## config.mk

```make
export PLATFORM = sky130hd
export DESIGN_NAME = afw_target
export DESIGN_NICKNAME = d
export VERILOG_FILES = /design/src/common/afw_pkg.sv /design/src/common/afw_q_if.sv /design/src/logic/afw_req_queue.sv /design/src/logic/afw_target.sv
export SDC_FILE = /design/constraint.sdc
export NUM_CORES = 1
export LEC_CHECK = 0
export ABC_AREA = 1
export BUFFER_PORTS_ARGS = -buffer_cell sky130_fd_sc_hd__buf_2
export CAP_MARGIN = 5
export CORE_ASPECT_RATIO = 0.7
export CORE_MARGIN = 5
export CORE_UTILIZATION = 54
export CTS_CLUSTER_DIAMETER = 60
export DETAILED_ROUTE_END_ITERATION = 10
export PLACE_DENSITY = 0.8
export SLEW_MARGIN = 20
export SYNTH_ARGS = -nofsm -noshare
export SYNTH_HDL_FRONTEND = slang
export SYNTH_SLANG_ARGS = --single-unit
export TNS_END_PERCENT = 50
```

## constraint.sdc

```tcl
create_clock -name clk -period 2.75 [get_ports clk]
set_input_delay 0.1375 -clock clk [delete_from_list [all_inputs] [get_ports clk]]
set_output_delay 0.1375 -clock clk [all_outputs]
set_load 0.1 [all_outputs]
```

## src/common/afw_pkg.sv

```systemverilog
// shared constants and types for the graphics-port target block
package afw_pkg;
    // register byte offsets
    localparam logic [7:0] OFF_CTRL = 8'h00;
    localparam logic [7:0] OFF_CMD = 8'h04;
    localparam logic [7:0] OFF_STAT = 8'h08;
    localparam logic [7:0] OFF_QSTAT = 8'h0C;
    // field positions
    localparam int CTRL_FASTWR_CAP_BIT = 0;
    localparam int CMD_FASTWR_EN_BIT = 4;
    localparam int STAT_FASTWR_BIT = 4;
    localparam int RATE_1X_BIT = 0;
    localparam int RATE_2X_BIT = 1;
    localparam int RATE_4X_BIT = 2;
    localparam int RATE_W = 3;
    localparam int QSTAT_FENCE_BIT = 8;
    localparam int QSTAT_DROP_LSB = 16;
    // reset values and capabilities
    localparam logic [2:0] RATE_CAPS = 3'h7;
    localparam logic [2:0] RATE_RESET = 3'h0;
    localparam logic [31:0] LFSR_SEED = 32'h1ACE_B00C;
    localparam logic [31:0] LFSR_TAPS = 32'h8020_0003;
    // enhanced command codes
    localparam logic [3:0] CMD_READ = 4'h0;
    localparam logic [3:0] CMD_HP_READ = 4'h1;
    localparam logic [3:0] CMD_WRITE = 4'h4;
    localparam logic [3:0] CMD_HP_WRITE = 4'h5;
    localparam logic [3:0] CMD_LREAD = 4'h8;
    localparam logic [3:0] CMD_HP_LREAD = 4'h9;
    localparam logic [3:0] CMD_FLUSH = 4'hA;
    localparam logic [3:0] CMD_FENCE = 4'hC;
    // frame-based command codes
    localparam logic [3:0] FCMD_MRD = 4'h6;
    localparam logic [3:0] FCMD_MWR = 4'h7;
    localparam logic [3:0] FCMD_MRM = 4'hC;
    localparam logic [3:0] FCMD_MRL = 4'hE;
    localparam logic [3:0] FCMD_MWI = 4'hF;
    // bytes per link clock per rate
    localparam logic [4:0] BPC_1X = 5'h04;
    localparam logic [4:0] BPC_2X = 5'h08;
    localparam logic [4:0] BPC_4X = 5'h10;
    localparam logic [6:0] BLOCK_BYTES = 7'h40;
    // request kinds on the link
    typedef enum logic [1:0] {AFW_FRAME, AFW_PIPE, AFW_SBA, AFW_NONE} afw_kind_t;
    // write protocol toward the graphics master
    typedef enum logic [1:0] {AFW_W1X, AFW_W2X, AFW_W4X} afw_wmode_t;
    // queued request
    typedef struct packed {
        logic fence;
        logic write;
        logic hipri;
        logic snoop;
        logic be_off;
    } afw_req_t;
endpackage : afw_pkg

```

## src/common/afw_q_if.sv

```systemverilog
// request queue carrier between the decoder and the queue
`timescale 1ns/1ps
interface afw_q_if #(parameter int CW = 4) ();
    logic push_valid;
    logic push_ready;
    afw_pkg::afw_req_t push_entry;
    logic pop_valid;
    logic pop_ready;
    afw_pkg::afw_req_t pop_entry;
    logic [CW-1:0] count;
    logic fence_held;
    modport owner (output push_valid, push_entry, pop_ready,
                   input push_ready, pop_valid, pop_entry, count, fence_held);
    modport queue (input push_valid, push_entry, pop_ready,
                   output push_ready, pop_valid, pop_entry, count, fence_held);
endinterface : afw_q_if

```

## src/logic/afw_req_queue.sv

```systemverilog
// in-order request queue; order of entries is never changed
`timescale 1ns/1ps
module afw_req_queue #(
    parameter int DEPTH = 8,
    parameter int CW = 4
) (
    input wire logic clk,
    input wire logic rst_n,
    afw_q_if.queue q
);
    localparam int AW = $clog2(DEPTH);
    generate
        if (DEPTH < 2 || (1 << AW) != DEPTH || CW < AW + 1) begin : g_bad
            $error("queue depth must be a power of two of at least 2");
        end
    endgenerate

    afw_pkg::afw_req_t mem_reg [DEPTH];
    logic [AW:0] wr_reg, wr_next, rd_reg, rd_next;
    logic do_push, do_pop;

    ////////////////////////////////////////////////////////////////////////
    // pointer arithmetic; head always leaves first
    always_comb begin
        do_push = q.push_valid && q.push_ready;
        do_pop = q.pop_valid && q.pop_ready;
        wr_next = wr_reg + (AW+1)'(do_push);
        rd_next = rd_reg + (AW+1)'(do_pop);
    end
    assign q.push_ready = (wr_reg - rd_reg) != (AW+1)'(DEPTH);
    assign q.pop_valid = wr_reg != rd_reg;
    assign q.pop_entry = q.pop_valid ? mem_reg[rd_reg[AW-1:0]] : '0; // head fields read zero while empty
    assign q.count = CW'(wr_reg - rd_reg);
    assign q.fence_held = q.pop_valid && q.pop_entry.fence;

    // pointers and storage
    always_ff @(posedge clk or negedge rst_n) begin
        if (!rst_n) begin
            wr_reg <= '0;
            rd_reg <= '0;
        end else begin
            wr_reg <= wr_next;
            rd_reg <= rd_next;
        end
    end
    always_ff @(posedge clk) begin
        if (do_push) begin
            mem_reg[wr_reg[AW-1:0]] <= q.push_entry;
        end
    end
endmodule : afw_req_queue

```

## src/logic/afw_target.sv

```systemverilog
// graphics-port target: command decode, queueing, rate and fast write control
// Operation
// - pipelined and sideband requests to memory are queued without snooping
// - frame-based requests to memory are queued with a snoop
// - pipelined or sideband requests never reach the hub interface
// - frame-based requests from the master to the hub are never forwarded
// - as initiator only frame-based cycles are issued
// - pipelined, sideband and frame requests are accepted interleaved
// - read and long read are low priority; codes 0001 and 1001 high
// - write is low priority, high-priority write is high priority
// - reads decoding to the hub complete locally with random data
// - long reads to the hub complete locally with random data
// - writes to the hub become memory cycles with byte enables off
// - flush completes with one quadword of random data
// - fence gives no data and inserts an ordering flag in the queue
// - all queued requests leave strictly in arrival order, fences hold
// - status rate field advertises 4x in bit 2
// - rate bit 2 set at init selects 4x; rate locks after first setting
// - 4x keeps the same control protocol, only transfers per clock change
// - 4x moves 16 bytes per link clock; block stays 64 bytes
// - 4x enables two data strobe complements and one sideband complement
// - fast writes only with capability and command enables both set
// - capability enable resets to 0; status fast write bit mirrors it
// - fast writes apply to processor and hub writes to the master
// - rate bit 2 gives 4x, bit 1 gives 2x, bit 0 plain writes
//
// The implementer's own choices: the Wishbone interface to the registers and the placing of the registers.
`timescale 1ns/1ps
module afw_target #(
    parameter int QDEPTH = 8
) (
    input wire logic clk,
    input wire logic rst_n,
    input wire logic wb_cyc_i,
    input wire logic wb_stb_i,
    input wire logic wb_we_i,
    input wire logic [7:0] wb_adr_i,
    input wire logic [3:0] wb_sel_i,
    input wire logic [31:0] wb_dat_i,
    output logic [31:0] wb_dat_o,
    output logic wb_ack_o,
    input wire logic link_clk,
    input wire logic link_req_valid,
    input wire logic [1:0] link_req_kind,
    input wire logic [3:0] link_req_cmd,
    input wire logic link_req_hub,
    output logic link_stall,
    output logic rdata_valid,
    output logic [63:0] rdata_qw,
    output logic mem_req_valid,
    input wire logic mem_req_ready,
    output logic mem_req_write,
    output logic mem_req_hipri,
    output logic mem_req_snoop,
    output logic mem_req_be_off,
    output logic mem_req_fence,
    input wire logic wr_in_valid,
    input wire logic wr_in_from_hub,
    output logic wr_out_valid,
    output logic wr_out_from_hub,
    output logic wr_out_frame,
    output logic [1:0] wr_out_mode,
    output logic [1:0] xfer_mode,
    output logic [4:0] xfer_bytes,
    output logic [6:0] block_bytes,
    output logic [2:0] strobe_comp_en
);
    localparam int CW = $clog2(QDEPTH) + 1;

    ////////////////////////////////////////////////////////////////////////
    // link inputs: two flops each, third flop finds the clock edge
    logic [7:0] s1_reg, s2_reg;
    logic lclk3_reg;
    logic smp, v_s, hub_s;
    logic [3:0] cmd_s;
    afw_pkg::afw_kind_t kind_s;
    always_ff @(posedge clk or negedge rst_n) begin
        if (!rst_n) begin
            s1_reg <= 8'h00;
            s2_reg <= 8'h00;
            lclk3_reg <= 1'b0;
        end else begin
            s1_reg <= {link_clk, link_req_valid, link_req_kind, link_req_cmd};
            s2_reg <= s1_reg;
            lclk3_reg <= s2_reg[7];
        end
    end
    always_comb begin
        smp = s2_reg[7] && !lclk3_reg;
        v_s = s2_reg[6];
        kind_s = afw_pkg::afw_kind_t'(s2_reg[5:4]);
        cmd_s = s2_reg[3:0];
    end
    logic hub1_reg, hub2_reg;
    always_ff @(posedge clk or negedge rst_n) begin
        if (!rst_n) begin
            hub1_reg <= 1'b0;
            hub2_reg <= 1'b0;
        end else begin
            hub1_reg <= link_req_hub;
            hub2_reg <= hub1_reg;
        end
    end
    assign hub_s = hub2_reg;

    ////////////////////////////////////////////////////////////////////////
    // command classification
    // returns {accepted, read, write, hipri}
    function automatic logic [3:0] afw_class(input afw_pkg::afw_kind_t k, input logic [3:0] c);
        logic [3:0] r;
        r = 4'h0;
        if (k == afw_pkg::AFW_FRAME) begin
            case (c)
                afw_pkg::FCMD_MRD, afw_pkg::FCMD_MRM, afw_pkg::FCMD_MRL: r = 4'hC;
                afw_pkg::FCMD_MWR, afw_pkg::FCMD_MWI: r = 4'hA;
                default: r = 4'h0;
            endcase
        end else if (k != afw_pkg::AFW_NONE) begin
            case (c)
                afw_pkg::CMD_READ, afw_pkg::CMD_LREAD: r = 4'hC;
                afw_pkg::CMD_HP_READ, afw_pkg::CMD_HP_LREAD: r = 4'hD;
                afw_pkg::CMD_WRITE: r = 4'hA;
                afw_pkg::CMD_HP_WRITE: r = 4'hB;
                default: r = 4'h0;
            endcase
        end
        return r;
    endfunction : afw_class

    afw_q_if #(.CW(CW)) qif ();
    afw_req_queue #(.DEPTH(QDEPTH), .CW(CW)) u_queue (
        .clk(clk),
        .rst_n(rst_n),
        .q(qif)
    );

    logic [3:0] cls;
    logic is_enh, is_flush, is_fence, push_v, reply_v, drop_v;
    afw_pkg::afw_req_t push_e;
    // one decision per sampled link edge; kinds interleave freely
    always_comb begin
        cls = afw_class(kind_s, cmd_s);
        is_enh = kind_s == afw_pkg::AFW_PIPE || kind_s == afw_pkg::AFW_SBA;
        is_flush = is_enh && cmd_s == afw_pkg::CMD_FLUSH;
        is_fence = is_enh && cmd_s == afw_pkg::CMD_FENCE;
        push_v = 1'b0;
        reply_v = 1'b0;
        drop_v = 1'b0;
        push_e = '0;
        push_e.write = cls[1];
        push_e.hipri = cls[0];
        push_e.snoop = kind_s == afw_pkg::AFW_FRAME;
        if (smp && v_s) begin
            if (is_fence) begin
                push_v = 1'b1; // ordering flag, no data
                push_e = '0;
                push_e.fence = 1'b1;
            end else if (is_flush) begin
                reply_v = 1'b1;
            end else if (!cls[3]) begin
                drop_v = 1'b1; // reserved: silent
            end else if (hub_s && kind_s == afw_pkg::AFW_FRAME) begin
                drop_v = 1'b1; // never forwarded to the hub
            end else if (hub_s && cls[2]) begin
                reply_v = 1'b1; // local random data
            end else if (hub_s) begin
                push_v = 1'b1; // memory cycle, byte enables off
                push_e.be_off = 1'b1;
            end else begin
                push_v = 1'b1;
            end
        end
    end
    assign qif.push_valid = push_v;
    assign qif.push_entry = push_e;
    assign link_stall = !qif.push_ready;

    // queue head drives memory in arrival order
    assign mem_req_valid = qif.pop_valid;
    assign qif.pop_ready = mem_req_ready;
    assign mem_req_write = qif.pop_entry.write;
    assign mem_req_hipri = qif.pop_entry.hipri;
    assign mem_req_snoop = qif.pop_entry.snoop;
    assign mem_req_be_off = qif.pop_entry.be_off;
    assign mem_req_fence = qif.fence_held;

    ////////////////////////////////////////////////////////////////////////
    // random data for locally completed reads
    logic [31:0] lfsr_reg, lfsr_next;
    logic rv_reg, rv_next;
    logic [63:0] rqw_reg, rqw_next;
    logic [15:0] drops_reg, drops_next;
    always_comb begin
        lfsr_next = {lfsr_reg[30:0], ^(lfsr_reg & afw_pkg::LFSR_TAPS)};
        rv_next = reply_v;
        rqw_next = reply_v ? {lfsr_reg, ~lfsr_reg} : rqw_reg;
        drops_next = drops_reg + 16'(drop_v);
    end
    always_ff @(posedge clk or negedge rst_n) begin
        if (!rst_n) begin
            lfsr_reg <= afw_pkg::LFSR_SEED;
            rv_reg <= 1'b0;
            rqw_reg <= 64'h0;
            drops_reg <= 16'h0;
        end else begin
            lfsr_reg <= lfsr_next;
            rv_reg <= rv_next;
            rqw_reg <= rqw_next;
            drops_reg <= drops_next;
        end
    end
    assign rdata_valid = rv_reg;
    assign rdata_qw = rqw_reg;

    ////////////////////////////////////////////////////////////////////////
    // wishbone slave: one ack a cycle after the request, unmapped reads zero
    logic fastwr_cap_reg, fastwr_cap_next, fastwr_en_reg, fastwr_en_next;
    logic [2:0] rate_reg, rate_next;
    logic lock_reg, lock_next, ack_reg, ack_next;
    logic [31:0] dat_reg, dat_next;
    logic wr_lo;
    always_comb begin
        ack_next = wb_cyc_i && wb_stb_i && !ack_reg;
        wr_lo = ack_next && wb_we_i && wb_sel_i[0];
        fastwr_cap_next = fastwr_cap_reg;
        fastwr_en_next = fastwr_en_reg;
        rate_next = rate_reg;
        lock_next = lock_reg;
        dat_next = 32'h0;
        if (wr_lo && wb_adr_i == afw_pkg::OFF_CTRL) begin
            fastwr_cap_next = wb_dat_i[afw_pkg::CTRL_FASTWR_CAP_BIT];
        end
        if (wr_lo && wb_adr_i == afw_pkg::OFF_CMD) begin
            fastwr_en_next = wb_dat_i[afw_pkg::CMD_FASTWR_EN_BIT];
            if (!lock_reg) begin
                rate_next = wb_dat_i[afw_pkg::RATE_W-1:0]; // set once at init
                lock_next = |wb_dat_i[afw_pkg::RATE_W-1:0];
            end
        end
        if (ack_next && !wb_we_i) begin
            case (wb_adr_i)
                afw_pkg::OFF_CTRL: dat_next[afw_pkg::CTRL_FASTWR_CAP_BIT] = fastwr_cap_reg;
                afw_pkg::OFF_CMD: begin
                    dat_next[afw_pkg::RATE_W-1:0] = rate_reg;
                    dat_next[afw_pkg::CMD_FASTWR_EN_BIT] = fastwr_en_reg;
                end
                afw_pkg::OFF_STAT: begin
                    dat_next[afw_pkg::RATE_W-1:0] = afw_pkg::RATE_CAPS;
                    dat_next[afw_pkg::STAT_FASTWR_BIT] = fastwr_cap_reg;
                end
                afw_pkg::OFF_QSTAT: begin
                    dat_next[CW-1:0] = qif.count;
                    dat_next[afw_pkg::QSTAT_FENCE_BIT] = qif.fence_held;
                    dat_next[afw_pkg::QSTAT_DROP_LSB +: 16] = drops_reg;
                end
                default: dat_next = 32'h0;
            endcase
        end
    end
    // capability enable starts cleared
    always_ff @(posedge clk or negedge rst_n) begin
        if (!rst_n) begin
            fastwr_cap_reg <= 1'b0;
            fastwr_en_reg <= 1'b0;
            rate_reg <= afw_pkg::RATE_RESET;
            lock_reg <= 1'b0;
            ack_reg <= 1'b0;
            dat_reg <= 32'h0;
        end else begin
            fastwr_cap_reg <= fastwr_cap_next;
            fastwr_en_reg <= fastwr_en_next;
            rate_reg <= rate_next;
            lock_reg <= lock_next;
            ack_reg <= ack_next;
            dat_reg <= dat_next;
        end
    end
    assign wb_ack_o = ack_reg;
    assign wb_dat_o = dat_reg;

    ////////////////////////////////////////////////////////////////////////
    // transfer rate and strobes; control protocol unchanged across rates
    function automatic logic [1:0] afw_mode(input logic [2:0] r);
        if (r[afw_pkg::RATE_4X_BIT]) begin
            return afw_pkg::AFW_W4X;
        end else if (r[afw_pkg::RATE_2X_BIT]) begin
            return afw_pkg::AFW_W2X;
        end
        return afw_pkg::AFW_W1X;
    endfunction : afw_mode
    // rate decode drives width and strobe outputs
    always_comb begin
        xfer_mode = afw_mode(rate_reg);
        strobe_comp_en = rate_reg[afw_pkg::RATE_4X_BIT] ? 3'h7 : 3'h0;
        block_bytes = afw_pkg::BLOCK_BYTES;
        case (xfer_mode)
            afw_pkg::AFW_W4X: xfer_bytes = afw_pkg::BPC_4X;
            afw_pkg::AFW_W2X: xfer_bytes = afw_pkg::BPC_2X;
            default: xfer_bytes = afw_pkg::BPC_1X;
        endcase
    end

    ////////////////////////////////////////////////////////////////////////
    // outbound writes: always frame cycles, fast write only when enabled
    logic fastwr_on;
    logic wv_reg, wv_next, wh_reg, wh_next;
    logic [1:0] wm_reg, wm_next;
    always_comb begin
        fastwr_on = fastwr_cap_reg && fastwr_en_reg && !rate_reg[afw_pkg::RATE_1X_BIT];
        wv_next = wr_in_valid; // processor or hub source alike
        wh_next = wr_in_from_hub;
        wm_next = fastwr_on ? afw_mode(rate_reg) : afw_pkg::AFW_W1X;
    end
    always_ff @(posedge clk or negedge rst_n) begin
        if (!rst_n) begin
            wv_reg <= 1'b0;
            wh_reg <= 1'b0;
            wm_reg <= afw_pkg::AFW_W1X;
        end else begin
            wv_reg <= wv_next;
            wh_reg <= wh_next;
            wm_reg <= wm_next;
        end
    end
    assign wr_out_valid = wv_reg;
    assign wr_out_from_hub = wh_reg;
    assign wr_out_mode = wm_reg;
    assign wr_out_frame = 1'b1; // no enhanced cycles as initiator
endmodule : afw_target

```

Word-level counts from Yosys, hierarchy flattened
Memories as Yosys holds them, arrays and structs flattened.
Index checks and enable logic that the tools add are counted.
{"block": "classes", "addsub": 4, "n_reduce_logical": 34, "eq_ne": 21, "bitwise_logic": 2, "muxes": 48}
{"cell": "32-bit 2-to-1 mux", "n": 1}
{"cell": "32-bit inverter", "n": 1}
{"cell": "32-bit parity", "n": 1}
{"cell": "1-bit 2-to-1 mux", "n": 30}
{"cell": "4-bit == test, second input constant", "n": 6}
{"cell": "1-bit logical AND", "n": 18}
{"cell": "16-bit by 1-bit adder with 16-bit output", "n": 1}
{"cell": "4-bit by 3-bit == test with 1-bit output, second input constant", "n": 4}
{"cell": "8-bit by 4-bit == test with 1-bit output, second input constant", "n": 2}
{"cell": "16-bit 2-to-1 mux", "n": 1}
{"cell": "4-bit case mux with 4 select lines", "n": 1}
{"cell": "4-bit 2-to-1 mux", "n": 3}
{"cell": "5-bit 2-to-1 mux", "n": 2}
{"cell": "5-bit case mux with 2 select lines", "n": 1}
{"cell": "4-bit by 1-bit adder with 4-bit output", "n": 2}
{"cell": "8-bit by 3-bit == test with 1-bit output, second input constant", "n": 1}
{"cell": "8-bit zero test", "n": 1}
{"cell": "2-bit 2-to-1 mux", "n": 4}
{"cell": "4-bit case mux with 2 select lines", "n": 1}
{"cell": "2-bit case mux with 3 select lines", "n": 1}
{"cell": "2-bit OR reduction", "n": 3}
{"cell": "3-bit OR reduction", "n": 2}
{"cell": "1-bit zero test", "n": 5}
{"cell": "2-bit by 1-bit == test with 1-bit output, second input constant", "n": 2}
{"cell": "14 further kinds", "n": 15}
{"block": "word_totals", "memories": 1, "mem_bits_rw": 40, "inputBits": 61, "wordCells": 130, "ff_bits": 183, "out_inout_bits": 127}
{"name": "u_queue.mem_reg", "depth": 8, "word_bits": 5, "rd": 1, "rd_ports_with_merged_regs": 0, "wr": 1, "line": "afw_req_queue.sv:18", "source": "afw_pkg::afw_req_t mem_reg [DEPTH];"}

Longest topological paths before layout
{"block": "logic_depth", "word_depth": 15, "mapped_depth": 15, "depth_no_buf": 15}

By module
Synthesis repeated with hierarchy kept, for this count alone.
{"block": "unflattened", "cells_unflattened": 841, "area_unflattened_um2": 8645.8}
{"mod": "afw_target", "cells_per_inst": 641, "area_per_inst_um2": 6426.2, "instances": 1, "seq_area_each_um2": 4145.2}
{"mod": "afw_req_queue", "cells_per_inst": 200, "area_per_inst_um2": 2219.6, "instances": 1, "seq_area_each_um2": 1401.3}

Least setup slack after synthesis
Ideal clock, no wire load.
{"block": "synth_path", "kind": "register to output", "from": "register u_queue.rd_reg[1]", "to": "output mem_req_be_off", "slack_ns": -0.782, "t_arrival_ns": 3.395, "stages_incl_launch_ff": 7, "cell_sequence": "dfrtp_1 > inv_1 > clkbuf_1 > ha_1 > nand4_1 > o21ai_0 > nor2_1"}
{"block": "synth_via", "elab_chain_cells": 2}
{"element": "from (decl)", "line": "afw_req_queue.sv:19", "source": "logic [AW:0] wr_reg, wr_next, rd_reg, rd_next;"}
{"element": "from (signal assigned)", "line": "afw_req_queue.sv:43", "source": "rd_reg <= rd_next;"}
{"element": "4-bit inequality test", "line": "afw_req_queue.sv:31", "source": "assign q.pop_valid = wr_reg != rd_reg;"}
{"element": "via mem_req_valid", "line": "afw_target.sv:50", "source": "output logic mem_req_valid,"}
{"element": "5-bit 2-to-1 mux", "line": "afw_req_queue.sv:32", "source": "assign q.pop_entry = q.pop_valid ? mem_reg[rd_reg[AW-1:0]] : '0;"}
{"element": "to (decl)", "line": "afw_target.sv:55", "source": "output logic mem_req_be_off,"}
The timed path passes the listed nets, and every way through them passes these cells.

Worst setup path in the final report
{"block": "layout_path", "from": "register u_queue.wr_reg[0]", "to": "output link_stall"}
{"block": "layout_via", "elab_chain_cells": 3}
{"element": "from (decl)", "line": "afw_req_queue.sv:19"}
{"element": "from (signal assigned)", "line": "afw_req_queue.sv:42", "source": "wr_reg <= wr_next;"}
{"element": "4-bit subtractor", "line": "afw_req_queue.sv:30", "source": "assign q.push_ready = (wr_reg - rd_reg) != (AW+1)'(DEPTH);"}
{"element": "4-bit inequality test", "line": "afw_req_queue.sv:30"}
{"element": "1-bit zero test", "line": "afw_target.sv:176", "source": "assign link_stall = !qif.push_ready;"}
{"element": "to (decl)", "line": "afw_target.sv:47", "source": "output logic link_stall,"}
Every way passes these cells.

==> implementation parameters <==
Parameter                              Value

Outcome
  Status    complete, no violations

Timing
  Setup WS post-layout    0.0678 ns
  Final worst-path cycle share    97.5%
  Worst Skew    0.00656 ns
  Final slew viol count    0
  Maximum frequency from static timing analysis    373 MHz
  Unrepaired setup endpoints after global routing    true
  Final setup violation count    0
  Worst-Margin Slew    0.940 ns
  Clock period minus worst slack    2.68 ns
  Final-report hold violation count    0
  Relative slew margins    36.7%

Clock tree
  TritonCTS Buffers    20
  Number of clock sinks    213
  Largest buffer count on any clock path    3
  Clock slew at reported path FFs    0.06 ns
  CTS root buf    clkbuf_16
  Skew-Pair Late Insertion Delay    0.49 ns
  CTS H-tree depth    1
  Clock tree from TritonCTS    built

Routing
  Routed WL per cell    15.4 µm
  Number of optimization iterations in the first detailed-route pass    4
  Number of routed nets with antenna violations    0
  Routed wire length    17900 µm
  Average via count per standard cell    5.09
  Detailed-route via count    5911
  Number of violations reported at the end of detailed-routing iteration 0    414
  Total DRC errors in the routed layout    0

Placed design
  HPWL after detailed placement    11600 µm
  Final weighted congestion in routability-driven placement    0.855
  Pre-CTS setup slack    0.112 ns
  Placed cell areas    9290 µm²
  Port Buf Inserts    136

Final layout
  Max FFs per register    64
  Finished Cell Area    10200 µm²
  Final antenna diode count    0
  Fraction of layout cells with a size suffix above 1    25.1%
  NumNets Final    1020
  Area added between synthesis and finish    21.0%

Yosys
  Share of the synthesized area in the top cell type    47.4%
  Post-synthesis area per instance    10.8 µm²
  Most frequent cells after synthesis    nand2_1, dfrtp_1, nor2_1
  Warnings from Yosys    0
  Leading area contributor after synthesis    dfrtp_1
  Register area share after synthesis    65.6%
  Count of flip-flops with a built-in enable after synthesis    40
  Number of synthesized register bits    213
  Library cells used by synthesis    38
  Most common cell in the netlist    nand2_1
  Synth top area cells    dfrtp_1, edfxtp_1, nand2_1
  Synthesized instance count    781
  Synthesized area    8460 µm²
  Top_reg_cell synth    dfrtp_1
  Async set-or-reset flop fraction in the synthesized netlist    81.2%

Floorplan
  Chip width    160 µm
  Die outline height    115 µm
  Core region area    15500 µm²
  Placement row count    38
  Boundary pin count    188
  Die Footprint    18300 µm²
  Effective utilization at floorplan    54.7%

Min path
  Class of the most critical hold timing path    primary input to register
  Critical hold path startpoint    wb_sel_i[0]

Setup path
  CP Max Fanout    2
  Required time at the endpoint of the critical path    2.61 ns
  Worst endpoint data arrival time    2.54 ns
  Class of the most critical setup path    register to output port
  Critical Path End Type    output port
  Critical R2R Capture    u_queue.mem_reg[2][2]$_DFFE_PP_
  Worst reg2reg path depth    14
  Type of origin of the critical path    register
  Destination of the critical timing path    link_stall
  Worst reg2reg path startpoint    u_queue.wr_reg[0]$_DFF_PN0_
  R2r setup slk    0.07 ns
  Crit path launch    u_queue.wr_reg[0]$_DFF_PN0_

Power and ir drop
  Cell leakage power    0.00515 µW
  Worst IR drop on VDD    861 µV
  Cell Pwr Density    983 nW/µm²

Global routing
  Largest net degree at the start of global routing    76
  Remaining Overflow, GRT    0
  First-pass GRT wire length    29500 µm
  Antenna violations before repair    0
  Via count of the first global-routing pass    5841
  All-Layer GR Usage    19.6%

Flow run
  Max-cap violation count    0
-- worst max-delay path, cell delays in order, from the launching register on --
cell     delay, ns
dfrtp_1       0.40
inv_2         0.08
ha_2          0.17
inv_2         0.05
fa_1          0.45
or2_2         0.31
nor2_2        0.11
nand3_2       0.11
buf_4         0.15
inv_2         0.06
buf_12        0.17
-- metrics by stage --
step / util, % / setup TNS (ns) / std cells / power (µW) / hold WS, ns
after global routing: 66.2 / -0.450 / 1161 / 10500 / 0.0621
after CTS: 65.8 / 0 / 1157 / 10100 / 0.0202
after floorplan: - / -0.702 / 799 / 6600 / -0.158
after global placement: 60.1 / 0 / 1098 / 7190 / 0.199
after detailed placement: 60.1 / 0 / 1098 / 7270 / 0.211
final: 66.2 / 0 / 1161 / 10100 / 0.0418
-- cells by family after synthesis --
kind of cell,Yosys count,share of synthesized area [%]
buf+inv,111,7.22
flops,213,65.6
xor+xnor,20,2.07
simple gates,375,20.0
fa+ha+maj,12,1.86
compound gates,48,3.15
other cells,2,0.0888
-- repair_timing --
| item | 4_1_cts | 5_1_grt |
|---|---|---|
| endpoints found under the setup margin | 1 | 26 |
| buffers inserted | 2 | 4 |
| hold buffers | 21 | 0 |
| resized for setup | 2 | 12 |
| pin swaps | 1 | 4 |
| hold endpoints to repair | 87 | 0 |
-- power by group --
group          total (µW)  internal (µW)  switching (µW)
Combinational        3670            742            2930
Sequential           3640           3470             172
Clock                2740           1590            1160
-- worst min-delay path by stage --
stage / cells after the start / slack, ns / to
floorplan: 0 / -0.16 / drops_reg[0]$_DFF_PN0_
global placement: 1 / 0.20 / wb_dat_o[24]$_DFF_PN0_
detailed placement: 1 / 0.21 / wb_dat_o[24]$_DFF_PN0_
CTS: 4 / 0.02 / fastwr_en_reg$_DFFE_PN0P_
global route: 5 / 0.06 / fastwr_en_reg$_DFFE_PN0P_
finish: 5 / 0.04 / fastwr_en_reg$_DFFE_PN0P_
-- cell usage in the layout, fill, tap and decap left out, types with 3 or more instances in the layout --
master / n
nand4_1: 8
inv_1: 46
nand2_1: 172
nor2_2: 3
dfstp_2: 13
nand2_2: 3
o211ai_1: 4
conb_1: 20
buf_2: 134
buf_4: 23
dfrtp_1: 159
inv_2: 9
o22ai_1: 8
o21ai_1: 5
ha_1: 4
nor2_4: 6
nand3_2: 3
a21oi_1: 3
ha_2: 5
xor2_1: 18
o21ai_0: 25
clkinv_2: 5
nand3b_1: 34
nand3_1: 59
nor2_1: 71
edfxtp_1: 40
nor3_1: 9
dlygate4sd3_1: 21
clkinv_1: 3
clkbuf_16: 20
-- routing by layer --
metal | vias up | routed length [µm] | track usage [%]
met3 | 29 | 1110 | 4.43
met2 | 190 | 8160 | 30.9
met5 | - | 0 | 0
li1 | 2820 | - | -
met4 | 0 | 384 | 4.68
met1 | 2872 | 8260 | 28.3
-- area by class of cell --
class                      instances  area [µm²]
clock buffer                      24         536
clock inverter                    12         123
fill                            1166        5220
inverter                          56         210
multi-input combinational        475        2460
sequential                       213        5550
tap                              200         250
timing repair buffer             181        1100
Power figures use the tool's default switching activity.
